### config.mk
export PLATFORM = sky130hd
export DESIGN_NAME = timer_mode_control
export DESIGN_NICKNAME = d
export VERILOG_FILES = /design/src/design/timer_mode_pkg.sv /design/src/design/timer_mode_control.sv
export SDC_FILE = /design/constraint.sdc
export NUM_CORES = 1
export LEC_CHECK = 0
export BUFFER_PORTS_ARGS = -buffer_cell sky130_fd_sc_hd__buf_2
export CAP_MARGIN = 10
export CELL_PAD_IN_SITES_DETAIL_PLACEMENT = 0
export CELL_PAD_IN_SITES_GLOBAL_PLACEMENT = 1
export CORE_MARGIN = 5
export CORE_UTILIZATION = 45
export CTS_BUF_LIST = sky130_fd_sc_hd__clkbuf_16
export CTS_CLUSTER_DIAMETER = 120
export DETAILED_ROUTE_END_ITERATION = 10
export PLACE_DENSITY_LB_ADDON = 0.1
export SYNTH_ARGS = -nofsm -noshare
export SYNTH_HDL_FRONTEND = slang
export SYNTH_SLANG_ARGS = --single-unit
### constraint.sdc
create_clock -name clk -period 9.4 [get_ports clk]
set_input_delay 1.88 -clock clk [delete_from_list [all_inputs] [get_ports clk]]
set_output_delay 1.88 -clock clk [all_outputs]
set_load 0.02 [all_outputs]
### src/design/timer_mode_pkg.sv
// Package for the three-timer mode and control block.
// Assumes a 32-bit AXI4-Lite master and a 20 MHz processor clock.
package timer_mode_pkg;

	// Register indices; byte address is four times the index
	localparam int ADDR_W = 12;
	localparam logic [9:0] IDX_T0_CNT = 10'h050;
	localparam logic [9:0] IDX_T0_CMPA = 10'h052;
	localparam logic [9:0] IDX_T0_CMPB = 10'h054;
	localparam logic [9:0] IDX_T0_CTRL = 10'h056;
	localparam logic [9:0] IDX_T1_CNT = 10'h058;
	localparam logic [9:0] IDX_T1_CMPA = 10'h05a;
	localparam logic [9:0] IDX_T1_CMPB = 10'h05c;
	localparam logic [9:0] IDX_T1_CTRL = 10'h05e;
	localparam logic [9:0] IDX_T2_CNT = 10'h060;
	localparam logic [9:0] IDX_T2_CMPA = 10'h062;
	localparam logic [9:0] IDX_T2_CTRL = 10'h066;
	localparam logic [9:0] IDX_NONE = 10'h3ff;

	localparam logic [2:0][9:0] IDX_CTRL = {IDX_T2_CTRL, IDX_T1_CTRL, IDX_T0_CTRL};
	localparam logic [2:0][9:0] IDX_CNT = {IDX_T2_CNT, IDX_T1_CNT, IDX_T0_CNT};
	localparam logic [2:0][9:0] IDX_CMPA = {IDX_T2_CMPA, IDX_T1_CMPA, IDX_T0_CMPA};
	localparam logic [2:0][9:0] IDX_CMPB = {IDX_NONE, IDX_T1_CMPB, IDX_T0_CMPB};

	// Control word bit positions
	localparam int EN_BIT = 15;
	localparam int GATE_BIT = 14;
	localparam int IE_BIT = 13;
	localparam int RIU_BIT = 12;
	localparam int MC_BIT = 5;
	localparam int RTG_BIT = 4;
	localparam int PRE_BIT = 3;
	localparam int EXT_BIT = 2;
	localparam int ALT_BIT = 1;
	localparam int FREE_RUNNING_BIT = 0;

	localparam logic [15:0] CTRL_RESET = 16'h0000;
	localparam logic [15:0] WORD_RESET = 16'h0000;

	// Internal count rate: one step per four processor clocks
	localparam int DIV_RATIO = 4;
	localparam logic [1:0] DIV_LAST = 2'(DIV_RATIO - 1);

	localparam logic [1:0] RESP_OKAY = 2'b00;
	localparam logic [1:0] RESP_SLVERR = 2'b10;

	typedef enum logic [1:0] {
		KIND_CTRL = 2'b00,
		KIND_CNT = 2'b01,
		KIND_CMPA = 2'b10,
		KIND_CMPB = 2'b11
	} reg_kind_t;

	typedef struct packed {
		logic ok;
		reg_kind_t kind;
		logic [1:0] tmr;
	} reg_sel_t;

endpackage : timer_mode_pkg

### src/design/timer_mode_control.sv
// Mode, control, count and compare logic for three 16-bit timers behind AXI4-Lite.
// Assumes pin inputs are asynchronous and irq_ack comes from logic on clk.
//
// Register access over AXI4-Lite was chosen for this implementation.
`timescale 1ns/1ps
`default_nettype none

module timer_mode_control
	import timer_mode_pkg::*;
(
	input wire logic clk,
	input wire logic rst,
	input wire logic awvalid,
	output logic awready,
	input wire logic [ADDR_W-1:0] awaddr,
	input wire logic [2:0] awprot,
	input wire logic wvalid,
	output logic wready,
	input wire logic [31:0] wdata,
	input wire logic [3:0] wstrb,
	output logic bvalid,
	input wire logic bready,
	output logic [1:0] bresp,
	input wire logic arvalid,
	output logic arready,
	input wire logic [ADDR_W-1:0] araddr,
	input wire logic [2:0] arprot,
	output logic rvalid,
	input wire logic rready,
	output logic [31:0] rdata,
	output logic [1:0] rresp,
	input wire logic timer0_pin_input,
	input wire logic timer1_pin_input,
	input wire logic [2:0] irq_ack,
	output logic [2:0] timer_irq
);

	typedef struct packed {
		logic awready;
		logic wready;
		logic bvalid;
		logic [1:0] bresp;
		logic aw_have;
		logic w_have;
		logic [ADDR_W-1:0] awaddr;
		logic [15:0] wdata;
		logic [1:0] wstrb;
		logic arready;
		logic rvalid;
		logic [1:0] rresp;
		logic [31:0] rdata;
		logic [1:0] div;
		logic [1:0] pin_s1;
		logic [1:0] pin_s2;
		logic [1:0] pin_s3;
		logic [2:0] en;
		logic [2:0] ie;
		logic [2:0] compare_b_in_use;
		logic [2:0] mc;
		logic [2:0] retrigger;
		logic [2:0] pre;
		logic [2:0] outside_clock_select;
		logic [2:0] dual_limit_select;
		logic [2:0] free_running;
		logic [2:0] irq;
		logic [2:0][15:0] count;
		logic [2:0][15:0] cmpa;
		logic [2:0][15:0] cmpb;
	} state_t;

	state_t r;
	state_t nx;

	logic [2:0] tick;
	logic [2:0] hit;
	logic [2:0] stop;
	logic [2:0] wr_touch;
	logic [1:0] pin_edge;
	logic div_tick;
	logic src;
	logic [15:0] inc;
	logic [15:0] limit;
	logic [15:0] cur;
	logic [15:0] mask;
	logic [15:0] wv;
	reg_sel_t wsel;
	reg_sel_t rsel;
	int t;

	function automatic reg_sel_t decode(input logic [ADDR_W-1:0] a);
		reg_sel_t s;
		logic [9:0] idx;
		s = '{ok: 1'b0, kind: KIND_CTRL, tmr: 2'd0};
		idx = a[ADDR_W-1:2];
		for (int k = 0; k < 3; k++)
		begin
			if (idx == IDX_CTRL[k])
				s = '{ok: 1'b1, kind: KIND_CTRL, tmr: 2'(k)};
			else if (idx == IDX_CNT[k])
				s = '{ok: 1'b1, kind: KIND_CNT, tmr: 2'(k)};
			else if (idx == IDX_CMPA[k])
				s = '{ok: 1'b1, kind: KIND_CMPA, tmr: 2'(k)};
			else if (k != 2 && idx == IDX_CMPB[k])
				s = '{ok: 1'b1, kind: KIND_CMPB, tmr: 2'(k)};
		end
		return s;
	endfunction : decode

	function automatic logic [15:0] read_word(input state_t s, input reg_sel_t sel);
		logic [15:0] v;
		logic [1:0] k;
		v = WORD_RESET;
		k = sel.tmr;
		if (sel.kind == KIND_CTRL)
		begin
			v[GATE_BIT] = 1'b0;
			v[EN_BIT] = s.en[k];
			v[IE_BIT] = s.ie[k];
			v[MC_BIT] = s.mc[k];
			v[FREE_RUNNING_BIT] = s.free_running[k];
			if (k != 2'd2)
			begin
				v[RIU_BIT] = s.compare_b_in_use[k];
				v[RTG_BIT] = s.retrigger[k];
				v[PRE_BIT] = s.pre[k];
				v[EXT_BIT] = s.outside_clock_select[k];
				v[ALT_BIT] = s.dual_limit_select[k];
			end
		end
		else if (sel.kind == KIND_CNT)
			v = s.count[k];
		else if (sel.kind == KIND_CMPA)
			v = s.cmpa[k];
		else
			v = s.cmpb[k];
		return v;
	endfunction : read_word

	always_comb
	begin
		nx = r;
		tick = '0;
		hit = '0;
		stop = '0;
		wr_touch = '0;
		src = 1'b0;
		inc = WORD_RESET;
		limit = WORD_RESET;
		cur = WORD_RESET;
		mask = WORD_RESET;
		wv = WORD_RESET;
		t = 0;
		wsel = decode(r.awaddr);
		rsel = decode(araddr);

		nx.pin_s1 = {timer1_pin_input, timer0_pin_input};
		nx.pin_s2 = r.pin_s1;
		nx.pin_s3 = r.pin_s2;
		pin_edge = r.pin_s2 & ~r.pin_s3;
		div_tick = (r.div == DIV_LAST);
		nx.div = r.div + 2'd1;

		// Timer2 first so its terminal count can prescale the others
		for (int i = 0; i < 3; i++)
		begin
			t = 2 - i;
			if (t == 2)
				src = div_tick;
			else if (r.outside_clock_select[t])
				src = pin_edge[t];
			else if (r.pre[t])
				src = hit[2];
			else
				src = div_tick;
			tick[t] = r.en[t] & src;
			limit = (r.dual_limit_select[t] && r.compare_b_in_use[t]) ? r.cmpb[t] : r.cmpa[t];
			inc = r.count[t] + 16'h0001;
			if (tick[t])
			begin
				// wrap of inc makes zero limit span 16 bits
				if (inc == limit)
				begin
					hit[t] = 1'b1;
					nx.count[t] = WORD_RESET;
					nx.mc[t] = 1'b1;
					if (r.ie[t])
						nx.irq[t] = 1'b1;
					if (r.dual_limit_select[t])
						nx.compare_b_in_use[t] = ~r.compare_b_in_use[t];
					// single run ends after A, or after B in dual mode
					if (!r.free_running[t] && (!r.dual_limit_select[t] || r.compare_b_in_use[t]))
						stop[t] = 1'b1;
				end
				else
					nx.count[t] = inc;
			end
			if (irq_ack[t] && !(hit[t] && r.ie[t]))
				nx.irq[t] = 1'b0;
		end

		if (r.bvalid && bready)
			nx.bvalid = 1'b0;

		if (r.aw_have && r.w_have && !r.bvalid)
		begin
			nx.aw_have = 1'b0;
			nx.w_have = 1'b0;
			nx.bvalid = 1'b1;
			nx.bresp = wsel.ok ? RESP_OKAY : RESP_SLVERR;
			wr_touch[wsel.tmr] = wsel.ok;
			cur = read_word(r, wsel);
			mask = {{8{r.wstrb[1]}}, {8{r.wstrb[0]}}};
			wv = (cur & ~mask) | (r.wdata & mask);
			if (wsel.ok)
			begin
				t = int'(wsel.tmr);
				if (wsel.kind == KIND_CTRL)
				begin
					// enable only moves with the gate
					if (wv[GATE_BIT])
						nx.en[t] = wv[EN_BIT];
					nx.ie[t] = wv[IE_BIT];
					// Hardware set wins over a clearing write
					nx.mc[t] = wv[MC_BIT] | hit[t];
					nx.free_running[t] = wv[FREE_RUNNING_BIT];
					if (t != 2)
					begin
						nx.retrigger[t] = wv[RTG_BIT];
						nx.pre[t] = wv[PRE_BIT];
						nx.outside_clock_select[t] = wv[EXT_BIT];
						nx.dual_limit_select[t] = wv[ALT_BIT];
					end
				end
				else if (wsel.kind == KIND_CNT)
					nx.count[t] = wv;
				else if (wsel.kind == KIND_CMPA)
					nx.cmpa[t] = wv;
				else
					nx.cmpb[t] = wv;
			end
		end

		for (int i = 0; i < 3; i++)
		begin
			// run end clears enable, even over a same-cycle write
			if (stop[i])
				nx.en[i] = 1'b0;
			// B limit unused outside dual mode
			if (!nx.dual_limit_select[i])
				nx.compare_b_in_use[i] = 1'b0;
		end

		if (awvalid && r.awready)
		begin
			nx.aw_have = 1'b1;
			nx.awaddr = awaddr;
		end
		if (wvalid && r.wready)
		begin
			nx.w_have = 1'b1;
			nx.wdata = wdata[15:0];
			nx.wstrb = wstrb[1:0];
		end
		// One write in flight; address and data may arrive in either order
		nx.awready = !nx.aw_have && !nx.bvalid;
		nx.wready = !nx.w_have && !nx.bvalid;

		if (r.rvalid && rready)
			nx.rvalid = 1'b0;
		if (arvalid && r.arready)
		begin
			nx.rvalid = 1'b1;
			nx.rresp = rsel.ok ? RESP_OKAY : RESP_SLVERR;
			nx.rdata = rsel.ok ? {16'h0000, read_word(r, rsel)} : 32'h0000_0000;
		end
		nx.arready = !nx.rvalid;
	end

	always_ff @(posedge clk or posedge rst)
	begin
		if (rst)
			r <= '0;
		else
			r <= nx;
	end

	assign awready = r.awready;
	assign wready = r.wready;
	assign bvalid = r.bvalid;
	assign bresp = r.bresp;
	assign arready = r.arready;
	assign rvalid = r.rvalid;
	assign rdata = r.rdata;
	assign rresp = r.rresp;
	assign timer_irq = r.irq;

	// Helper: remembers whether the pending read targets a control word
	logic rd_ctrl_q;
	always_ff @(posedge clk or posedge rst)
	begin
		if (rst)
			rd_ctrl_q <= 1'b0;
		else if (arvalid && r.arready)
			rd_ctrl_q <= rsel.ok && (rsel.kind == KIND_CTRL);
	end

	property p_gate_reads_zero;
		@(posedge clk) disable iff (rst)
		r.rvalid && rd_ctrl_q |-> r.rdata[GATE_BIT] == 1'b0;
	endproperty
	a_gate_reads_zero: assert property (p_gate_reads_zero) else $error("gate bit read back as one");

	property p_hold_when_disabled;
		@(posedge clk) disable iff (rst)
		!r.en[0] && !wr_touch[0] |=> r.count[0] == $past(r.count[0]);
	endproperty
	a_hold_when_disabled: assert property (p_hold_when_disabled) else $error("disabled timer0 counted");

	property p_gate_required;
		@(posedge clk) disable iff (rst)
		r.aw_have && r.w_have && !r.bvalid && wsel.ok && wsel.kind == KIND_CTRL && wsel.tmr == 2'd1
			&& !wv[GATE_BIT] && !stop[1] |=> r.en[1] == $past(r.en[1]);
	endproperty
	a_gate_required: assert property (p_gate_required) else $error("enable changed without gate");

	property p_irq_on_hit;
		@(posedge clk) disable iff (rst)
		hit[0] && r.ie[0] |=> r.irq[0] ##1 (r.irq[0] || $past(irq_ack[0]));
	endproperty
	a_irq_on_hit: assert property (p_irq_on_hit) else $error("no request on terminal count");

	property p_irq_cause;
		@(posedge clk) disable iff (rst)
		$rose(r.irq[1]) |-> $past(hit[1] && r.ie[1]);
	endproperty
	a_irq_cause: assert property (p_irq_cause) else $error("request without enabled terminal count");

	property p_irq_holds;
		@(posedge clk) disable iff (rst)
		r.irq[0] && !irq_ack[0] |=> r.irq[0];
	endproperty
	a_irq_holds: assert property (p_irq_holds) else $error("pending request dropped");

	property p_mc_on_hit;
		@(posedge clk) disable iff (rst)
		hit[1] && !wr_touch[1] |=> r.mc[1] && r.count[1] == 16'h0000;
	endproperty
	a_mc_on_hit: assert property (p_mc_on_hit) else $error("flag or clear missing at limit");

	property p_riu_toggle;
		@(posedge clk) disable iff (rst)
		hit[1] && r.dual_limit_select[1] && !wr_touch[1] |=> r.compare_b_in_use[1] != $past(r.compare_b_in_use[1]);
	endproperty
	a_riu_toggle: assert property (p_riu_toggle) else $error("limit select did not alternate");

	property p_single_stop;
		@(posedge clk) disable iff (rst)
		hit[0] && !r.free_running[0] && (!r.dual_limit_select[0] || r.compare_b_in_use[0]) |=> !r.en[0];
	endproperty
	a_single_stop: assert property (p_single_stop) else $error("single run kept enable");

	property p_ext_edge_only;
		@(posedge clk) disable iff (rst)
		r.outside_clock_select[1] && !pin_edge[1] && !wr_touch[1] |=> r.count[1] == $past(r.count[1]);
	endproperty
	a_ext_edge_only: assert property (p_ext_edge_only) else $error("outside clocked timer moved without edge");

	property p_prescale_step;
		@(posedge clk) disable iff (rst)
		r.en[0] && !r.outside_clock_select[0] && r.pre[0] && hit[2] && !hit[0] && !wr_touch[0]
			|=> r.count[0] == $past(r.count[0]) + 16'h0001;
	endproperty
	a_prescale_step: assert property (p_prescale_step) else $error("prescaled step missing");

	c_dual_b_hit: cover property (@(posedge clk) disable iff (rst) hit[1] && r.dual_limit_select[1] && r.compare_b_in_use[1]);
	c_irq_ack: cover property (@(posedge clk) disable iff (rst) r.irq[1] && irq_ack[1]);
	c_ext_count: cover property (@(posedge clk) disable iff (rst) tick[1] && r.outside_clock_select[1]);
	c_prescale_hit: cover property (@(posedge clk) disable iff (rst) hit[0] && r.pre[0] && !r.outside_clock_select[0]);

endmodule : timer_mode_control

`default_nettype wire

==> flow_summary_export.csv <==
group,metric,value,unit
die,dieArea,37460,um2
finish,layout.cells.non_filler,2250,
timing,fin_setup_tns,0,ns
flow_run,cap_violations,0,
finish,antenna_cells,0,
pwr,p_leak,7.169,nW
setup_path,worstSetupEndpoint,"r[104]",
timing,timing.hold.ws,0.3468,ns
place,gp_congestion,0.9714,
setup_path,r2r_setup_slack,4.76,ns
routing,vias,14384,
pwr,ir_drop,0.1809,mV
setup_path,worst_ep_required_time,9.77,ns
synth,yosys_warnings,0,
cts,holdBufCountCts,0,
synth,synthArstFlopShare,100.0,%
place,dp_cells,2198,
routing,drt-total-wl,61110,um
die,die_x,193.5,um
status,outcome,"complete, no violations",
grt,grt_pass1_vias,13506,
cts,root_buffer,"clkbuf_16",
cts,cts_setup_buffers,0,
timing,tightest_slew,1.341,ns
die,die_h,193.5,um
grt,grt_max_degree,117,
setup_path,crit_type,"reg -> reg",
place,dp_hpwl,44190,um
synth,synth_seq_area_share,38.30,%
grt,grt_remaining_overflow,0,
grt,antenna_found_initial,2,
setup_path,r2r_cells,9,
synth,synth.area.top_cells,"dfrtp_1 (38%), nand2_1 (6.7%), o21ai_0 (4.8%)",
finish,regArea,5806,um2
die,rows,67,
finish,n_fill_cell,3312,
pwr,intPower,1.990,mW
synth,netlist_area,15160,um2
timing,period_needed,4.642,ns
cts,cts_tree,"yes",
setup_path,startpoint_type,"flip-flop",
finish,area_growth,9.714,%
place,postPlaceCellArea,15680,um2
timing,max_freq,0.2154,GHz
setup_path,startpoint,"r[150]",
die,core,33360,um2
routing,drt_iter0_markers,1566,
finish,drive_above_1_share,13.04,%
cts,cts_sinks,232,
routing,wl_per_cell,27.16,um
synth,ys.flop_type,"dfrtp_1",
setup_path,reg2reg_to,"r[104]",
cts,clkTransAtPathRegs,0.06,ns
grt,grt_pass1_wl,90790,um
setup_path,r2r-start,"r[150]",
routing,ant_nets,0,
routing,vias_per_cell,6.393,
pwr,pwr_density_cell,184.6,nW/um2
timing,slew_violations,0,
place,io_buffers,75,
synth,synthCells,1796,
die,ios,122,
pwr,seq_power_share,39.6,%
timing,final_hold_viol_count,0,
synth,synthDistinctLibCells,87,
pwr,p_comb_share,23.2,%
synth,synth_largest_area_cell,"dfrtp_1",
routing,drtPass1Iterations,6,
synth,ys_seq_elements,232,
cts,clk_path_buf_depth,3,
pwr,p_switching,1.080,mW
cts,clk_latency,0.57,ns
routing,drc,0,
pwr,swShare,35.19,%
timing,slew-limit-headroom,10.63,%
synth,synth_top_area_share,38.30,%
finish,fin_area,16630,um2
min_path,hold_class,"reg -> reg",
cts,ctsResizeCount,0,
setup_path,cp.arrival,5.02,ns
finish,nNetsFinal,1865,
synth,synth_edf_count,0,
die,initial_core_util,45.44,%
grt,track_usage,31.51,%
finish,multi_input_area,8479,um2
timing,finalCritPeriodShare,49.39,%
synth,syn_avg_cell_area,8.441,um2
pwr,power_frac_clock,37.2,%
setup_path,critical_path.max_fanout,16,
timing,setup_viol,0,
timing,rsz0062_at_grt,"false",
timing,fin_worst_skew,0.01424,ns
finish,fin_util,49.85,%
cts,cts_made_buffers,28,
setup_path,endpoint_kind,"flip-flop",
cts,cts_max_level,1,
==> synth_stat cells, drive strengths merged (19+ instances only) <==
cell,n
nor3,44
xor2,19
o22ai,22
inv,39
and3,28
nand3,41
nand2,272
nor2,108
a31oi,42
clkbuf,115
a22oi,40
o21ai,180
a21oi,121
nor4,19
buf,63
dfrtp,232
mux2,40
xnor2,30
mux2i,69
==> flip-flops by register name (all words and copies together), names as in the netlist <==
signal,count
timer_irq,3
rdata,16
rresp,1
bvalid,1
nx,4
bresp,1
wready,1
awready,1
arready,1
r,202
rvalid,1
==> critical path, cell delays in order (launching register included) <==
cell,delay [ns]
dfrtp_1,0.67
nand2_1,0.74
mux2i_1,0.71
xnor2_1,0.17
a211o_1,0.32
a2111oi_0,0.43
and4_1,0.73
a211oi_2,0.31
a31oi_1,0.25
a22oi_1,0.09
==> final cells by class <==
cell class                      instances  share of cell area (%)
Clock inverter                         23                   1.347
Timing Repair Buffer                  115                   4.062
Tap cell                              448                   3.370
Clock buffer                           29                   4.363
Inverter                               41                  0.9704
Sequential cell                       232                   34.91
Multi-Input combinational cell       1362                   50.98
==> power by group through the flow <==
| stage | combinational (mW) | sequential (mW) | clock [mW] |
|---|---|---|---|
| global placement | 0.695 | 1.22 | 0 |
| global route | 0.748 | 1.23 | 1.20 |
| finish | 0.711 | 1.22 | 1.14 |
| detailed placement | 0.694 | 1.23 | 0 |
| floorplan | 0.390 | 1.16 | 0 |
| CTS | 0.697 | 1.21 | 1.16 |
==> placed cells by master, fill, tap and decap left out, drive strengths merged, types with 40 or more instances in the layout <==
| cell | count |
|---|---|
| buf | 115 |
| nand3 | 41 |
| inv | 45 |
| dfrtp | 232 |
| nor2 | 108 |
| mux2i | 69 |
| nor3 | 44 |
| a22oi | 40 |
| a31oi | 42 |
| o21ai | 180 |
| nand2 | 272 |
| mux2 | 40 |
| a21oi | 121 |
==> cell families after synthesis <==
kind of cell,synth area share (%)
and+or+nand+nor,19.02
adders and majority gates,0.6438
AOI/OAI and AO/OA,23.07
muxes,8.716
buffers and inverters,6.644
other,0.02474
xor gates and xnor gates,3.582
DFF,38.30
==> layer usage <==
layer | GRT usage (%) | share of wire, %
met1 | 44.57 | 42
met2 | 48.10 | 43
met3 | 5.862 | 9.4
met4 | 12.33 | 4.7
met5 | 0 | 0.023
==> how the worst min path moves through the flow <==
| stage | startpoint | to | slack [ns] | cells after the start |
|---|---|---|---|---|
| 2_1_floorplan | nx[176] | nx[174] | 0.33 | 0 |
| 3_3_place_gp | nx[177] | nx[175] | 0.33 | 0 |
| 3_5_place_dp | nx[177] | nx[175] | 0.34 | 0 |
| 4_1_cts | nx[177] | nx[175] | 0.35 | 0 |
| 5_1_grt | nx[177] | nx[175] | 0.37 | 0 |
| 6_report | nx[177] | nx[175] | 0.35 | 0 |
==> metrics by stage <==
stage | power, mW | worst slack (ns)
6_report | 3.070 | 4.758
5_1_grt | 3.173 | 4.612
4_1_cts | 3.062 | 4.888
3_5_place_dp | 1.922 | 4.614
3_3_place_gp | 1.917 | 4.650
2_1_floorplan | 1.552 | 1.159
Note: power is estimated with default switching activity, not from simulation.
